--- src/rtl/pin_channel_pkg.sv ---
// Contract
// RQ1 - Twelve long registers retune pins during testing
// RQ2 - Two switchable care-mask and direction pairs
// RQ3 - Per-pin choice of four reference pairs
// RQ4 - Per-pin choice of two strobe lines
// RQ5 - Per-pin return or non-return to zero
// RQ6 - Fail store captures per-pin compare results
// RQ7 - Flip mask inverts selected pins' pattern data
// RQ8 - Three registers choose one of six generators
// RQ9 - One utility relay bit per pin
// RQ10 - Pattern port writes go into local memory
// RQ11 - One local pattern channel per pin
// RQ12 - Pattern loads allowed while testing runs
// RQ13 - Major and minor loops with start/stop/count
// RQ14 - Pins act as drive, compare, bias, load
// RQ15 - Drive every period; strobe per timing generator
// RQ16 - Periods sustain up to ten million per second
// RQ17 - External sync lets the device pace periods
// RQ18 - Strobed level compared with expected pattern level
// RQ19 - Don't-care pins never record a mismatch
// RQ20 - Stop on failure or sequence end
package pin_channel_pkg;
	localparam int DATA_W = 32;
	localparam int ADDR_W = 8;
	localparam logic [7:0] OFS_MASK0 = 8'h00;
	localparam logic [7:0] OFS_DIR0 = 8'h04;
	localparam logic [7:0] OFS_MASK1 = 8'h08;
	localparam logic [7:0] OFS_DIR1 = 8'h0C;
	localparam logic [7:0] OFS_LEVEL = 8'h10;
	localparam logic [7:0] OFS_STROBE = 8'h14;
	localparam logic [7:0] OFS_FORMAT = 8'h18;
	localparam logic [7:0] OFS_FAIL = 8'h1C;
	localparam logic [7:0] OFS_FLIP = 8'h20;
	localparam logic [7:0] OFS_TG0 = 8'h24;
	localparam logic [7:0] OFS_TG1 = 8'h28;
	localparam logic [7:0] OFS_TG2 = 8'h2C;
	localparam logic [7:0] OFS_RELAY = 8'h30;
	localparam logic [7:0] OFS_PATTERN = 8'h34;
	localparam logic [7:0] OFS_LOAD_ADDR = 8'h38;
	localparam logic [7:0] OFS_CTRL = 8'h3C;
	localparam logic [7:0] OFS_MAJ_START = 8'h40;
	localparam logic [7:0] OFS_MAJ_STOP = 8'h44;
	localparam logic [7:0] OFS_MAJ_COUNT = 8'h48;
	localparam logic [7:0] OFS_MIN_START = 8'h4C;
	localparam logic [7:0] OFS_MIN_STOP = 8'h50;
	localparam logic [7:0] OFS_MIN_COUNT = 8'h54;
	localparam logic [7:0] OFS_STATUS = 8'h58;
	localparam logic [7:0] OFS_PERIOD = 8'h5C;
	localparam int CTRL_START = 0;
	localparam int CTRL_STOP = 1;
	localparam int CTRL_PAIR = 2;
	localparam int CTRL_EXT = 3;
	localparam int CLK_PERIOD_NS = 20;
	localparam int TEST_PERIOD_MIN_NS = 100;
	localparam int PERIOD_MIN_CYC = (TEST_PERIOD_MIN_NS + CLK_PERIOD_NS - 1) / CLK_PERIOD_NS;
	localparam logic [15:0] PERIOD_RST = 16'h0005;
	localparam int NUM_TG = 6;
	typedef enum logic [1:0] {ST_IDLE, ST_RUN, ST_DONE, ST_FAIL} seq_state_t;
endpackage

--- src/rtl/tester_pin_channel_control.sv ---
`timescale 1ns/10ps
`default_nettype none
module tester_pin_channel_control
#(
	parameter int NPINS = 16,
	parameter int DEPTH = 64
)
(
	// Clock and reset
	input wire logic clk,
	input wire logic rst_b,
	// Register port
	input wire logic [pin_channel_pkg::ADDR_W-1:0] reg_addr,
	input wire logic [pin_channel_pkg::DATA_W-1:0] reg_wdata,
	input wire logic reg_wr,
	input wire logic reg_rd,
	output logic [pin_channel_pkg::DATA_W-1:0] reg_rdata,
	// Timing generator pulses and external sync
	input wire logic [pin_channel_pkg::NUM_TG-1:0] tg_pulse,
	input wire logic dut_sync,
	// Pin electronics
	input wire logic [NPINS-1:0] pin_sense,
	output logic [NPINS-1:0] pin_drive,
	output logic [NPINS-1:0] pin_drive_en,
	output logic [2*NPINS-1:0] level_pair_sel,
	output logic [NPINS-1:0] strobe_line_choice,
	output logic [NPINS-1:0] drive_format_bits,
	output logic [NPINS-1:0] relay_on,
	output logic [3*NPINS-1:0] timing_gen_choice,
	// Sequencer status
	output logic test_running,
	output logic test_failed,
	output logic test_done
);
	localparam int AW = $clog2(DEPTH);
	// Six generators numbered from one; codes 0 and 7 select none
	function automatic logic tg_fire(input logic [2:0] code, input logic [pin_channel_pkg::NUM_TG-1:0] p);
		return (code >= 3'h1 && code <= 3'h6) ? p[code - 3'h1] : 1'b0;
	endfunction
	logic [NPINS-1:0] mask_r [2];
	logic [NPINS-1:0] mask_nxt [2];
	logic [NPINS-1:0] dir_r [2];
	logic [NPINS-1:0] dir_nxt [2];
	logic [2*NPINS-1:0] level_r, level_nxt;
	logic [NPINS-1:0] strobe_r, strobe_nxt, format_r, format_nxt, fail_r, fail_nxt;
	logic [NPINS-1:0] flip_r, flip_nxt, relay_r, relay_nxt;
	logic [NPINS-1:0] tg0_r, tg0_nxt, tg1_r, tg1_nxt, tg2_r, tg2_nxt;
	logic [AW-1:0] load_addr_r, load_addr_nxt;
	logic pair_r, pair_nxt, ext_r, ext_nxt;
	logic [AW-1:0] maj_start_r, maj_start_nxt, maj_stop_r, maj_stop_nxt;
	logic [AW-1:0] min_start_r, min_start_nxt, min_stop_r, min_stop_nxt;
	logic [15:0] maj_count_r, maj_count_nxt, min_count_r, min_count_nxt;
	logic [15:0] maj_left_r, maj_left_nxt, min_left_r, min_left_nxt;
	logic [15:0] period_r, period_nxt, cnt_r, cnt_nxt;
	logic [AW-1:0] seq_addr_r, seq_addr_nxt;
	pin_channel_pkg::seq_state_t state_r, state_nxt;
	logic miss_any_r, miss_any_nxt;
	logic [NPINS-1:0] exp_r, exp_nxt;
	logic [NPINS-1:0] drive_r, drive_nxt, drive_en_r, drive_en_nxt;
	logic [pin_channel_pkg::DATA_W-1:0] rdata_r, rdata_nxt;
	logic [NPINS-1:0] s1_r, s2_r, s3_r, sense_r, sense_nxt;
	logic y1_r, y2_r, y3_r, sync_r, sync_nxt;
	logic [NPINS-1:0] pat_word, miss;
	logic wr_pattern, tick;
	logic running_r, failed_r, done_r;

	assign wr_pattern = reg_wr && reg_addr == pin_channel_pkg::OFS_PATTERN; // RQ10

	// One storage channel per pin, loadable at any time
	genvar p;
	generate
		for (p = 0; p < NPINS; p++)
		begin : g_pin
			logic [DEPTH-1:0] chan_r, chan_nxt;
			logic [2:0] code;
			always_comb
			begin
				chan_nxt = chan_r;
				if (wr_pattern)
					chan_nxt[load_addr_r] = reg_wdata[p]; // RQ11 RQ12
			end
			always_ff @(posedge clk or negedge rst_b)
			begin
				if (!rst_b)
					chan_r <= '0;
				else
					chan_r <= chan_nxt;
			end
			assign pat_word[p] = chan_r[seq_addr_r];
			assign code = {tg2_r[p], tg1_r[p], tg0_r[p]}; // RQ8
			// Only care, compare-direction pins strobed by their own generator
			assign miss[p] = state_r == pin_channel_pkg::ST_RUN && tg_fire(code, tg_pulse)
				&& mask_r[pair_r][p] && !dir_r[pair_r][p] && (sense_r[p] != exp_r[p]); // RQ15 RQ18 RQ19
		end
	endgenerate

	// Pin and sync inputs: change accepted once stages two and three agree
	always_comb
	begin
		sense_nxt = sense_r;
		for (int i = 0; i < NPINS; i++)
			if (s2_r[i] == s3_r[i])
				sense_nxt[i] = s3_r[i];
		sync_nxt = (y2_r == y3_r) ? y3_r : sync_r;
	end

	always_ff @(posedge clk or negedge rst_b)
	begin
		if (!rst_b)
		begin
			{y1_r, s1_r} <= '0;
			{y2_r, s2_r} <= '0;
			{y3_r, s3_r} <= '0;
			{sync_r, sense_r} <= '0;
		end
		else
		begin
			{y1_r, s1_r} <= {dut_sync, pin_sense};
			{y2_r, s2_r} <= {y1_r, s1_r};
			{y3_r, s3_r} <= {y2_r, s2_r};
			{sync_r, sense_r} <= {sync_nxt, sense_nxt};
		end
	end
	// Period start: internal divider, or device's accepted rising sync edge
	assign tick = ext_r ? (sync_nxt && !sync_r) : (cnt_r == 16'h0000); // RQ16 RQ17
	always_comb
	begin
		mask_nxt = mask_r;
		dir_nxt = dir_r;
		level_nxt = level_r;
		strobe_nxt = strobe_r;
		format_nxt = format_r;
		flip_nxt = flip_r;
		relay_nxt = relay_r;
		tg0_nxt = tg0_r;
		tg1_nxt = tg1_r;
		tg2_nxt = tg2_r;
		load_addr_nxt = load_addr_r;
		pair_nxt = pair_r;
		ext_nxt = ext_r;
		maj_start_nxt = maj_start_r;
		maj_stop_nxt = maj_stop_r;
		maj_count_nxt = maj_count_r;
		min_start_nxt = min_start_r;
		min_stop_nxt = min_stop_r;
		min_count_nxt = min_count_r;
		period_nxt = period_r;
		fail_nxt = fail_r;
		state_nxt = state_r;
		seq_addr_nxt = seq_addr_r;
		maj_left_nxt = maj_left_r;
		min_left_nxt = min_left_r;
		miss_any_nxt = miss_any_r;
		exp_nxt = exp_r;
		drive_nxt = drive_r;
		drive_en_nxt = drive_en_r;
		cnt_nxt = (cnt_r == 16'h0000) ? period_r - 16'h0001 : cnt_r - 16'h0001;
		rdata_nxt = '0;
		// Register writes are taken in any state so pins retune mid-test
		if (reg_wr)
		begin
			unique case (reg_addr)
				pin_channel_pkg::OFS_MASK0: mask_nxt[0] = reg_wdata[NPINS-1:0]; // RQ1 RQ2
				pin_channel_pkg::OFS_DIR0: dir_nxt[0] = reg_wdata[NPINS-1:0]; // RQ2
				pin_channel_pkg::OFS_MASK1: mask_nxt[1] = reg_wdata[NPINS-1:0]; // RQ2
				pin_channel_pkg::OFS_DIR1: dir_nxt[1] = reg_wdata[NPINS-1:0]; // RQ2
				pin_channel_pkg::OFS_LEVEL: level_nxt = reg_wdata[2*NPINS-1:0]; // RQ3
				pin_channel_pkg::OFS_STROBE: strobe_nxt = reg_wdata[NPINS-1:0]; // RQ4
				pin_channel_pkg::OFS_FORMAT: format_nxt = reg_wdata[NPINS-1:0]; // RQ5
				pin_channel_pkg::OFS_FAIL: fail_nxt = fail_r & ~reg_wdata[NPINS-1:0];
				pin_channel_pkg::OFS_FLIP: flip_nxt = reg_wdata[NPINS-1:0]; // RQ7
				pin_channel_pkg::OFS_TG0: tg0_nxt = reg_wdata[NPINS-1:0]; // RQ8
				pin_channel_pkg::OFS_TG1: tg1_nxt = reg_wdata[NPINS-1:0]; // RQ8
				pin_channel_pkg::OFS_TG2: tg2_nxt = reg_wdata[NPINS-1:0]; // RQ8
				pin_channel_pkg::OFS_RELAY: relay_nxt = reg_wdata[NPINS-1:0]; // RQ9 RQ14
				pin_channel_pkg::OFS_PATTERN: load_addr_nxt = load_addr_r + 1'b1; // RQ10
				pin_channel_pkg::OFS_LOAD_ADDR: load_addr_nxt = reg_wdata[AW-1:0];
				pin_channel_pkg::OFS_CTRL:
				begin
					pair_nxt = reg_wdata[pin_channel_pkg::CTRL_PAIR]; // RQ2
					ext_nxt = reg_wdata[pin_channel_pkg::CTRL_EXT]; // RQ17
				end
				pin_channel_pkg::OFS_MAJ_START: maj_start_nxt = reg_wdata[AW-1:0]; // RQ13
				pin_channel_pkg::OFS_MAJ_STOP: maj_stop_nxt = reg_wdata[AW-1:0]; // RQ13
				pin_channel_pkg::OFS_MAJ_COUNT: maj_count_nxt = reg_wdata[15:0]; // RQ13
				pin_channel_pkg::OFS_MIN_START: min_start_nxt = reg_wdata[AW-1:0]; // RQ13
				pin_channel_pkg::OFS_MIN_STOP: min_stop_nxt = reg_wdata[AW-1:0]; // RQ13
				pin_channel_pkg::OFS_MIN_COUNT: min_count_nxt = reg_wdata[15:0]; // RQ13
				// Clamped so the period never falls below the fastest rate
				pin_channel_pkg::OFS_PERIOD: period_nxt = (reg_wdata[15:0] < 16'(pin_channel_pkg::PERIOD_MIN_CYC))
					? 16'(pin_channel_pkg::PERIOD_MIN_CYC) : reg_wdata[15:0]; // RQ16
				default: ;
			endcase
		end
		// Mismatch sets win over a same-cycle software clear
		fail_nxt = fail_nxt | miss; // RQ6
		if (|miss)
			miss_any_nxt = 1'b1;
		unique case (state_r)
			pin_channel_pkg::ST_IDLE, pin_channel_pkg::ST_DONE, pin_channel_pkg::ST_FAIL:
			begin
				if (reg_wr && reg_addr == pin_channel_pkg::OFS_CTRL && reg_wdata[pin_channel_pkg::CTRL_START])
				begin
					state_nxt = pin_channel_pkg::ST_RUN;
					seq_addr_nxt = maj_start_r;
					maj_left_nxt = maj_count_r;
					min_left_nxt = min_count_r;
					miss_any_nxt = 1'b0;
					exp_nxt = '0;
					cnt_nxt = 16'h0000;
				end
			end
			pin_channel_pkg::ST_RUN:
			begin
				if (reg_wr && reg_addr == pin_channel_pkg::OFS_CTRL && reg_wdata[pin_channel_pkg::CTRL_STOP])
					state_nxt = pin_channel_pkg::ST_IDLE;
				else if (tick)
				begin
					if (miss_any_r || |miss)
						state_nxt = pin_channel_pkg::ST_FAIL; // RQ20
					else
					begin
						// Apply this period's word to all drive pins at once
						exp_nxt = pat_word ^ flip_r; // RQ7 RQ18
						drive_nxt = pat_word ^ flip_r; // RQ15
						drive_en_nxt = dir_r[pair_r]; // RQ14 RQ15
						miss_any_nxt = 1'b0;
						if (seq_addr_r == min_stop_r && min_left_r != 16'h0000)
						begin
							seq_addr_nxt = min_start_r; // RQ13
							min_left_nxt = min_left_r - 16'h0001;
						end
						else if (seq_addr_r == maj_stop_r)
						begin
							if (maj_left_r != 16'h0000)
							begin
								seq_addr_nxt = maj_start_r; // RQ13
								maj_left_nxt = maj_left_r - 16'h0001;
								min_left_nxt = min_count_r;
							end
							else
								state_nxt = pin_channel_pkg::ST_DONE; // RQ20
						end
						else
							seq_addr_nxt = seq_addr_r + 1'b1;
					end
				end
			end
		endcase
		if (reg_rd)
		begin
			unique case (reg_addr)
				pin_channel_pkg::OFS_MASK0: rdata_nxt[NPINS-1:0] = mask_r[0];
				pin_channel_pkg::OFS_DIR0: rdata_nxt[NPINS-1:0] = dir_r[0];
				pin_channel_pkg::OFS_MASK1: rdata_nxt[NPINS-1:0] = mask_r[1];
				pin_channel_pkg::OFS_DIR1: rdata_nxt[NPINS-1:0] = dir_r[1];
				pin_channel_pkg::OFS_LEVEL: rdata_nxt[2*NPINS-1:0] = level_r;
				pin_channel_pkg::OFS_STROBE: rdata_nxt[NPINS-1:0] = strobe_r;
				pin_channel_pkg::OFS_FORMAT: rdata_nxt[NPINS-1:0] = format_r;
				pin_channel_pkg::OFS_FAIL: rdata_nxt[NPINS-1:0] = fail_r; // RQ6
				pin_channel_pkg::OFS_FLIP: rdata_nxt[NPINS-1:0] = flip_r;
				pin_channel_pkg::OFS_TG0: rdata_nxt[NPINS-1:0] = tg0_r;
				pin_channel_pkg::OFS_TG1: rdata_nxt[NPINS-1:0] = tg1_r;
				pin_channel_pkg::OFS_TG2: rdata_nxt[NPINS-1:0] = tg2_r;
				pin_channel_pkg::OFS_RELAY: rdata_nxt[NPINS-1:0] = relay_r;
				pin_channel_pkg::OFS_LOAD_ADDR: rdata_nxt[AW-1:0] = load_addr_r;
				pin_channel_pkg::OFS_CTRL: rdata_nxt[3:2] = {ext_r, pair_r};
				pin_channel_pkg::OFS_MAJ_START: rdata_nxt[AW-1:0] = maj_start_r;
				pin_channel_pkg::OFS_MAJ_STOP: rdata_nxt[AW-1:0] = maj_stop_r;
				pin_channel_pkg::OFS_MAJ_COUNT: rdata_nxt[15:0] = maj_count_r;
				pin_channel_pkg::OFS_MIN_START: rdata_nxt[AW-1:0] = min_start_r;
				pin_channel_pkg::OFS_MIN_STOP: rdata_nxt[AW-1:0] = min_stop_r;
				pin_channel_pkg::OFS_MIN_COUNT: rdata_nxt[15:0] = min_count_r;
				pin_channel_pkg::OFS_STATUS: rdata_nxt = {state_r, 14'h0000, 16'(seq_addr_r)};
				pin_channel_pkg::OFS_PERIOD: rdata_nxt[15:0] = period_r;
				default: ;
			endcase
		end
	end

	always_ff @(posedge clk or negedge rst_b)
	begin
		if (!rst_b)
		begin
			mask_r <= '{default: '0};
			dir_r <= '{default: '0};
			level_r <= '0;
			strobe_r <= '0;
			format_r <= '0;
			fail_r <= '0;
			flip_r <= '0;
			relay_r <= '0;
			tg0_r <= '0;
			tg1_r <= '0;
			tg2_r <= '0;
			load_addr_r <= '0;
			pair_r <= 1'b0;
			ext_r <= 1'b0;
			maj_start_r <= '0;
			maj_stop_r <= '0;
			maj_count_r <= '0;
			min_start_r <= '0;
			min_stop_r <= '0;
			min_count_r <= '0;
			period_r <= pin_channel_pkg::PERIOD_RST;
			cnt_r <= '0;
			state_r <= pin_channel_pkg::ST_IDLE;
			seq_addr_r <= '0;
			maj_left_r <= '0;
			min_left_r <= '0;
			miss_any_r <= 1'b0;
			exp_r <= '0;
			drive_r <= '0;
			drive_en_r <= '0;
			rdata_r <= '0;
			{running_r, failed_r, done_r} <= 3'h0;
		end
		else
		begin
			mask_r <= mask_nxt;
			dir_r <= dir_nxt;
			level_r <= level_nxt;
			strobe_r <= strobe_nxt;
			format_r <= format_nxt;
			fail_r <= fail_nxt;
			flip_r <= flip_nxt;
			relay_r <= relay_nxt;
			tg0_r <= tg0_nxt;
			tg1_r <= tg1_nxt;
			tg2_r <= tg2_nxt;
			load_addr_r <= load_addr_nxt;
			pair_r <= pair_nxt;
			ext_r <= ext_nxt;
			maj_start_r <= maj_start_nxt;
			maj_stop_r <= maj_stop_nxt;
			maj_count_r <= maj_count_nxt;
			min_start_r <= min_start_nxt;
			min_stop_r <= min_stop_nxt;
			min_count_r <= min_count_nxt;
			period_r <= period_nxt;
			cnt_r <= cnt_nxt;
			state_r <= state_nxt;
			seq_addr_r <= seq_addr_nxt;
			maj_left_r <= maj_left_nxt;
			min_left_r <= min_left_nxt;
			miss_any_r <= miss_any_nxt;
			exp_r <= exp_nxt;
			drive_r <= drive_nxt;
			drive_en_r <= drive_en_nxt;
			rdata_r <= rdata_nxt;
			// Status kept in its own flops so the outputs carry no decode glitches
			running_r <= state_nxt == pin_channel_pkg::ST_RUN;
			failed_r <= state_nxt == pin_channel_pkg::ST_FAIL;
			done_r <= state_nxt == pin_channel_pkg::ST_DONE;
		end
	end

	assign reg_rdata = rdata_r;
	assign pin_drive = drive_r;
	assign pin_drive_en = drive_en_r;
	assign level_pair_sel = level_r; // RQ3
	assign strobe_line_choice = strobe_r; // RQ4
	assign drive_format_bits = format_r; // RQ5
	assign relay_on = relay_r; // RQ9
	assign timing_gen_choice = {tg2_r, tg1_r, tg0_r};
	assign test_running = running_r;
	assign test_failed = failed_r;
	assign test_done = done_r;
endmodule
`default_nettype wire

--- config.mk ---
export PLATFORM = sky130hd
export DESIGN_NAME = tester_pin_channel_control
export DESIGN_NICKNAME = d
export VERILOG_FILES = /design/src/rtl/pin_channel_pkg.sv /design/src/rtl/tester_pin_channel_control.sv
export SDC_FILE = /design/constraint.sdc
export NUM_CORES = 2
export LEC_CHECK = 0
export BUFFER_PORTS_ARGS = -buffer_cell sky130_fd_sc_hd__buf_2
export CAP_MARGIN = 10
export CORE_MARGIN = 2
export CORE_UTILIZATION = 45
export CTS_BUF_LIST = sky130_fd_sc_hd__clkbuf_8
export DETAILED_ROUTE_END_ITERATION = 8
export GPL_ROUTABILITY_DRIVEN = 0
export PLACE_DENSITY_LB_ADDON = 0.15
export SETUP_SLACK_MARGIN = 0.05
export SYNTH_ARGS = -nofsm -noshare
export SYNTH_HDL_FRONTEND = slang
export SYNTH_SLANG_ARGS = --single-unit
export TNS_END_PERCENT = 5
--- constraint.sdc ---
create_clock -name clk -period 4.2 [get_ports clk]
set_clock_uncertainty 0.05 [all_clocks]
set_input_delay 0.42 -clock clk [delete_from_list [all_inputs] [get_ports clk]]
set_output_delay 0.42 -clock clk [all_outputs]
set_load 0.005 [all_outputs]
==> metrics.csv <==
stage,metric,value,unit
route,final wirelength,228000,um
status,outcome,finished clean,
setup_path,Reg2Reg Launch Point,tg0_r[0],
logic_synthesis,Post-Syn Area,71800,um2
logic_synthesis,"Primary FF master, synth",dfrtp_1,
logic_synthesis,Post-Synthesis Cells,5334,
sta,fin crit period,3.77,ns
floorplanning,die span in y,403,um
floorplanning,core area,158000,um2
global_routing,GRT overflow,0,
cells_and_area,number of fill cells,13587,
route,DRC,0,
floorplanning,die area,163000,um2
logic_synthesis,top post-synthesis cells by area,"dfrtp_1 53%, mux2_2 21%, mux4_2 4.2%",
sta,Slew HR,16.7,%
setup_path,Worst Setup End Kind,flop,
setup_path,CP required,5.02,ns
sta,final setup violation count,0,
cells_and_area,share of cells above drive strength 1,40.9,%
global_routing,largest net degree at the start of global routing,130,
route,vias,48358,
clock_network,Num CTS Buffers,285,
clock_network,root buf cell,clkbuf_8,
worst_hold_path,Hold Path Sink,g_pin[12].chan_r[59],
logic_synthesis,synth cell count leaders,"1534 x dfrtp_1, 1311 x mux2_2, 294 x mux2i_1",
logic_synthesis,post-synthesis sequential area ratio,53.5,%
clock_network,Worst-Skew Late Latency,1.02,ns
clock_network,Post-CTS Hold Buffers,70,
clock_network,CTS tree,done,
clock_network,Post-CTS Setup Bufs,0,
worst_hold_path,Worst Hold Launch,reg_wdata[12],
cells_and_area,final instance area,82300,um2
setup_path,worst r2r path cells,12,
logic_synthesis,cell taking the most area after synthesis,dfrtp_1,
clock_network,post-cts sizing count,0,
clock_network,Worst-path clk slew,0.06,ns
sta,final count of pins violating max slew,0,
global_routing,antenna violations before repair,5,
power_and_ir_drop,maximum VDD drop,0.000234,V
global_routing,gr usage total,28.0,%
sta,Tcrit/Tclk final,89.7,%
logic_synthesis,Yosys reg bits,1536,
placed_design,dpl hpwl,151000,um
setup_path,Worst EP arrival,4.58,ns
route,Starting DRT DRC Count,4313,
cells_and_area,Layout area overhead,14.6,%
clock_network,Clock Sink Count,1536,
floorplanning,I/O pin total,262,
logic_synthesis,Yosys warnings,0,
worst_hold_path,worst min path class,input port to flop,
clock_network,deepest level of the CTS H-tree,5,
route,drt wl/cell,28.4,um
sta,Setup TNS Final,0,ns
route,first-pass iteration count of the detailed router,6,
sta,fmax,266,MHz
placed_design,placed inst area,76200,um2
logic_synthesis,Mapped Nets,5454,
flow_run,number of max-cap violations,0,
power_and_ir_drop,P_leak,0.0409,uW
clock_network,Max clock buf depth,4,
setup_path,startpoint types,flop,
sta,final hold violation count,0,
cells_and_area,Nets,5881,
power_and_ir_drop,P per Cell Area,379,nW/um2
setup_path,worst reg2reg setup slack,0.43,ns
global_routing,vias in the first global route,49622,
route,Antenna Nets Post-Route,0,
worst_hold_path,hold path depth,2,
floorplanning,Cell Rows,146,
logic_synthesis,area share of the largest cell type after synthesis,53.5,%
logic_synthesis,Avg Synthesized Cell Area,13.5,um2
placed_design,I/O Buffers,261,
sta,worst slew pin tran,1.24,ns
logic_synthesis,top-count cell post-synth,dfrtp_1,
setup_path,kind of critical path,flop to flop,
logic_synthesis,ys async rst share,100,%
setup_path,crit-path max FO,60,
floorplanning,initial core utilization,45.3,%
logic_synthesis,Post-synth EDFFs,0,
global_routing,global-route wire length before repair,339000,um
setup_path,R2R Path End,pin_drive[10],
cells_and_area,Final Util,52.0,%
floorplanning,DIE WIDTH,403,um
logic_synthesis,Synth cell types,93,
sta,RSZ-0062 raised after global routing,false,
route,Vias per Instance,6.03,
[where the power goes]
| group | internal, uW | total [uW] | leakage (uW) | switching, uW |
|---|---|---|---|---|
| Combinational | 641 | 1790 | 0.0167 | 1150 |
| Clock | 7750 | 13900 | 0.00314 | 6200 |
| Sequential | 15100 | 15400 | 0.0211 | 359 |
| Total | 23400 | 31200 | 0.0409 | 7720 |
[registers in the layout, summed over array words and instances, names as in the netlist, 32 cells and up]
register and count:
dir_r 32, g_pin.chan_r 1024, mask_r 32, level_pair_sel 32
reg_rdata 32
[cells by family after synthesis]
| kind of cell | share of synthesized area (%) |
|---|---|
| multiplexers | 29.3 |
| flip-flops | 53.5 |
| AO/OA/AOI/OAI | 7.61 |
| buffers and inverters | 2.97 |
| AND/OR/NAND/NOR | 4.52 |
| adder cells (fa/ha/maj) | 1.16 |
| XOR/XNOR | 0.903 |
[worst max-delay path by stage]
| stage | from | to | slack, ns |
|---|---|---|---|
| 2_1_floorplan | tg0_r[0] | seq_addr_r[1] | 1.27 |
| 3_3_place_gp | seq_addr_r[0] | pin_drive[0] | 0.56 |
| 3_5_place_dp | tg0_r[0] | pin_drive_en[13] | 0.48 |
| 4_1_cts | tg0_r[0] | pin_drive[10] | 0.43 |
| 5_1_grt | tg0_r[0] | pin_drive[12] | 0.30 |
| 6_report | tg0_r[0] | pin_drive[10] | 0.43 |
[per-stage QoR]
step	hold WS, ns	std cells	power, uW	setup WS (ns)
6_report	0.0847	8018	31200	0.434
5_1_grt	0.0347	8015	32400	0.305
4_1_cts	0.0111	8014	31500	0.435
3_5_place_dp	0.285	7476	17400	0.484
3_3_place_gp	0.283	7476	17400	0.559
2_1_floorplan	0.0744	5334	16400	1.27
[cells in the final DEF (no fill, tap or decap), types with 13 or more instances in the layout]
cell type      Yosys  final
a211oi_1          23     23
a21o_1            15     15
a21oi_1          137    137
a221oi_1          41     41
a22o_1            51     51
a22oi_1           79     79
a31oi_1           39     39
and3_1            31     31
buf_12             0     34
buf_2            100    246
buf_4             13    228
clkbuf_8           6    353
clkinv_2           0     17
dfrtp_1         1534   1529
dlygate4sd3_1      0     70
ha_1              53     53
inv_1             52    140
maj3_1            17     17
mux2_2          1311   1311
mux2i_1          294    294
mux4_2           135    135
nand2_1          178    176
nand2b_1          23     22
nand3_1           47     47
nand4_1           20     20
nor2_1           140    133
nor2_2            32     38
nor3_1            30     28
nor4_1            20     20
o21ai_0          131    131
o221ai_1          81     81
o22ai_1           72     72
o32ai_1           48     48
or3_1             13     13
xnor2_1           17     17
xor2_1            57     57
[area by class of cell]
class                   instances  area [um2]  share of cell area (%)
inverters                      54         203                   0.246
well taps                    2072        2590                    3.15
clock buffers                 353        4860                    5.90
clock inverters               115         586                   0.711
repair buffers                578        4320                    5.25
multi-input cells            3306       31300                    38.0
flip-flops and latches       1536       38500                    46.7
diodes                          4        10.0                  0.0122
[worst max-delay path: stages (launching register included)]
cell,delay [ns]
dfrtp_1,0.58
inv_1,0.12
ha_1,0.35
mux4_2,0.29
nand2b_1,0.08
a2111oi_0,0.09
buf_4,0.17
nor4_2,0.41
buf_4,0.22
nand3_4,0.20
nor3_4,0.26
buf_12,0.29
mux2_2,0.38
[routing by layer]
metal	wire (um)	vias up	GRT usage, %
met2	104000	1679	43.4
met4	11100	4	13.0
met5	29	-	0
li1	-	20726	-
met3	13800	473	5.42
met1	98800	25476	38.0
Power figures use the tool's default switching activity.
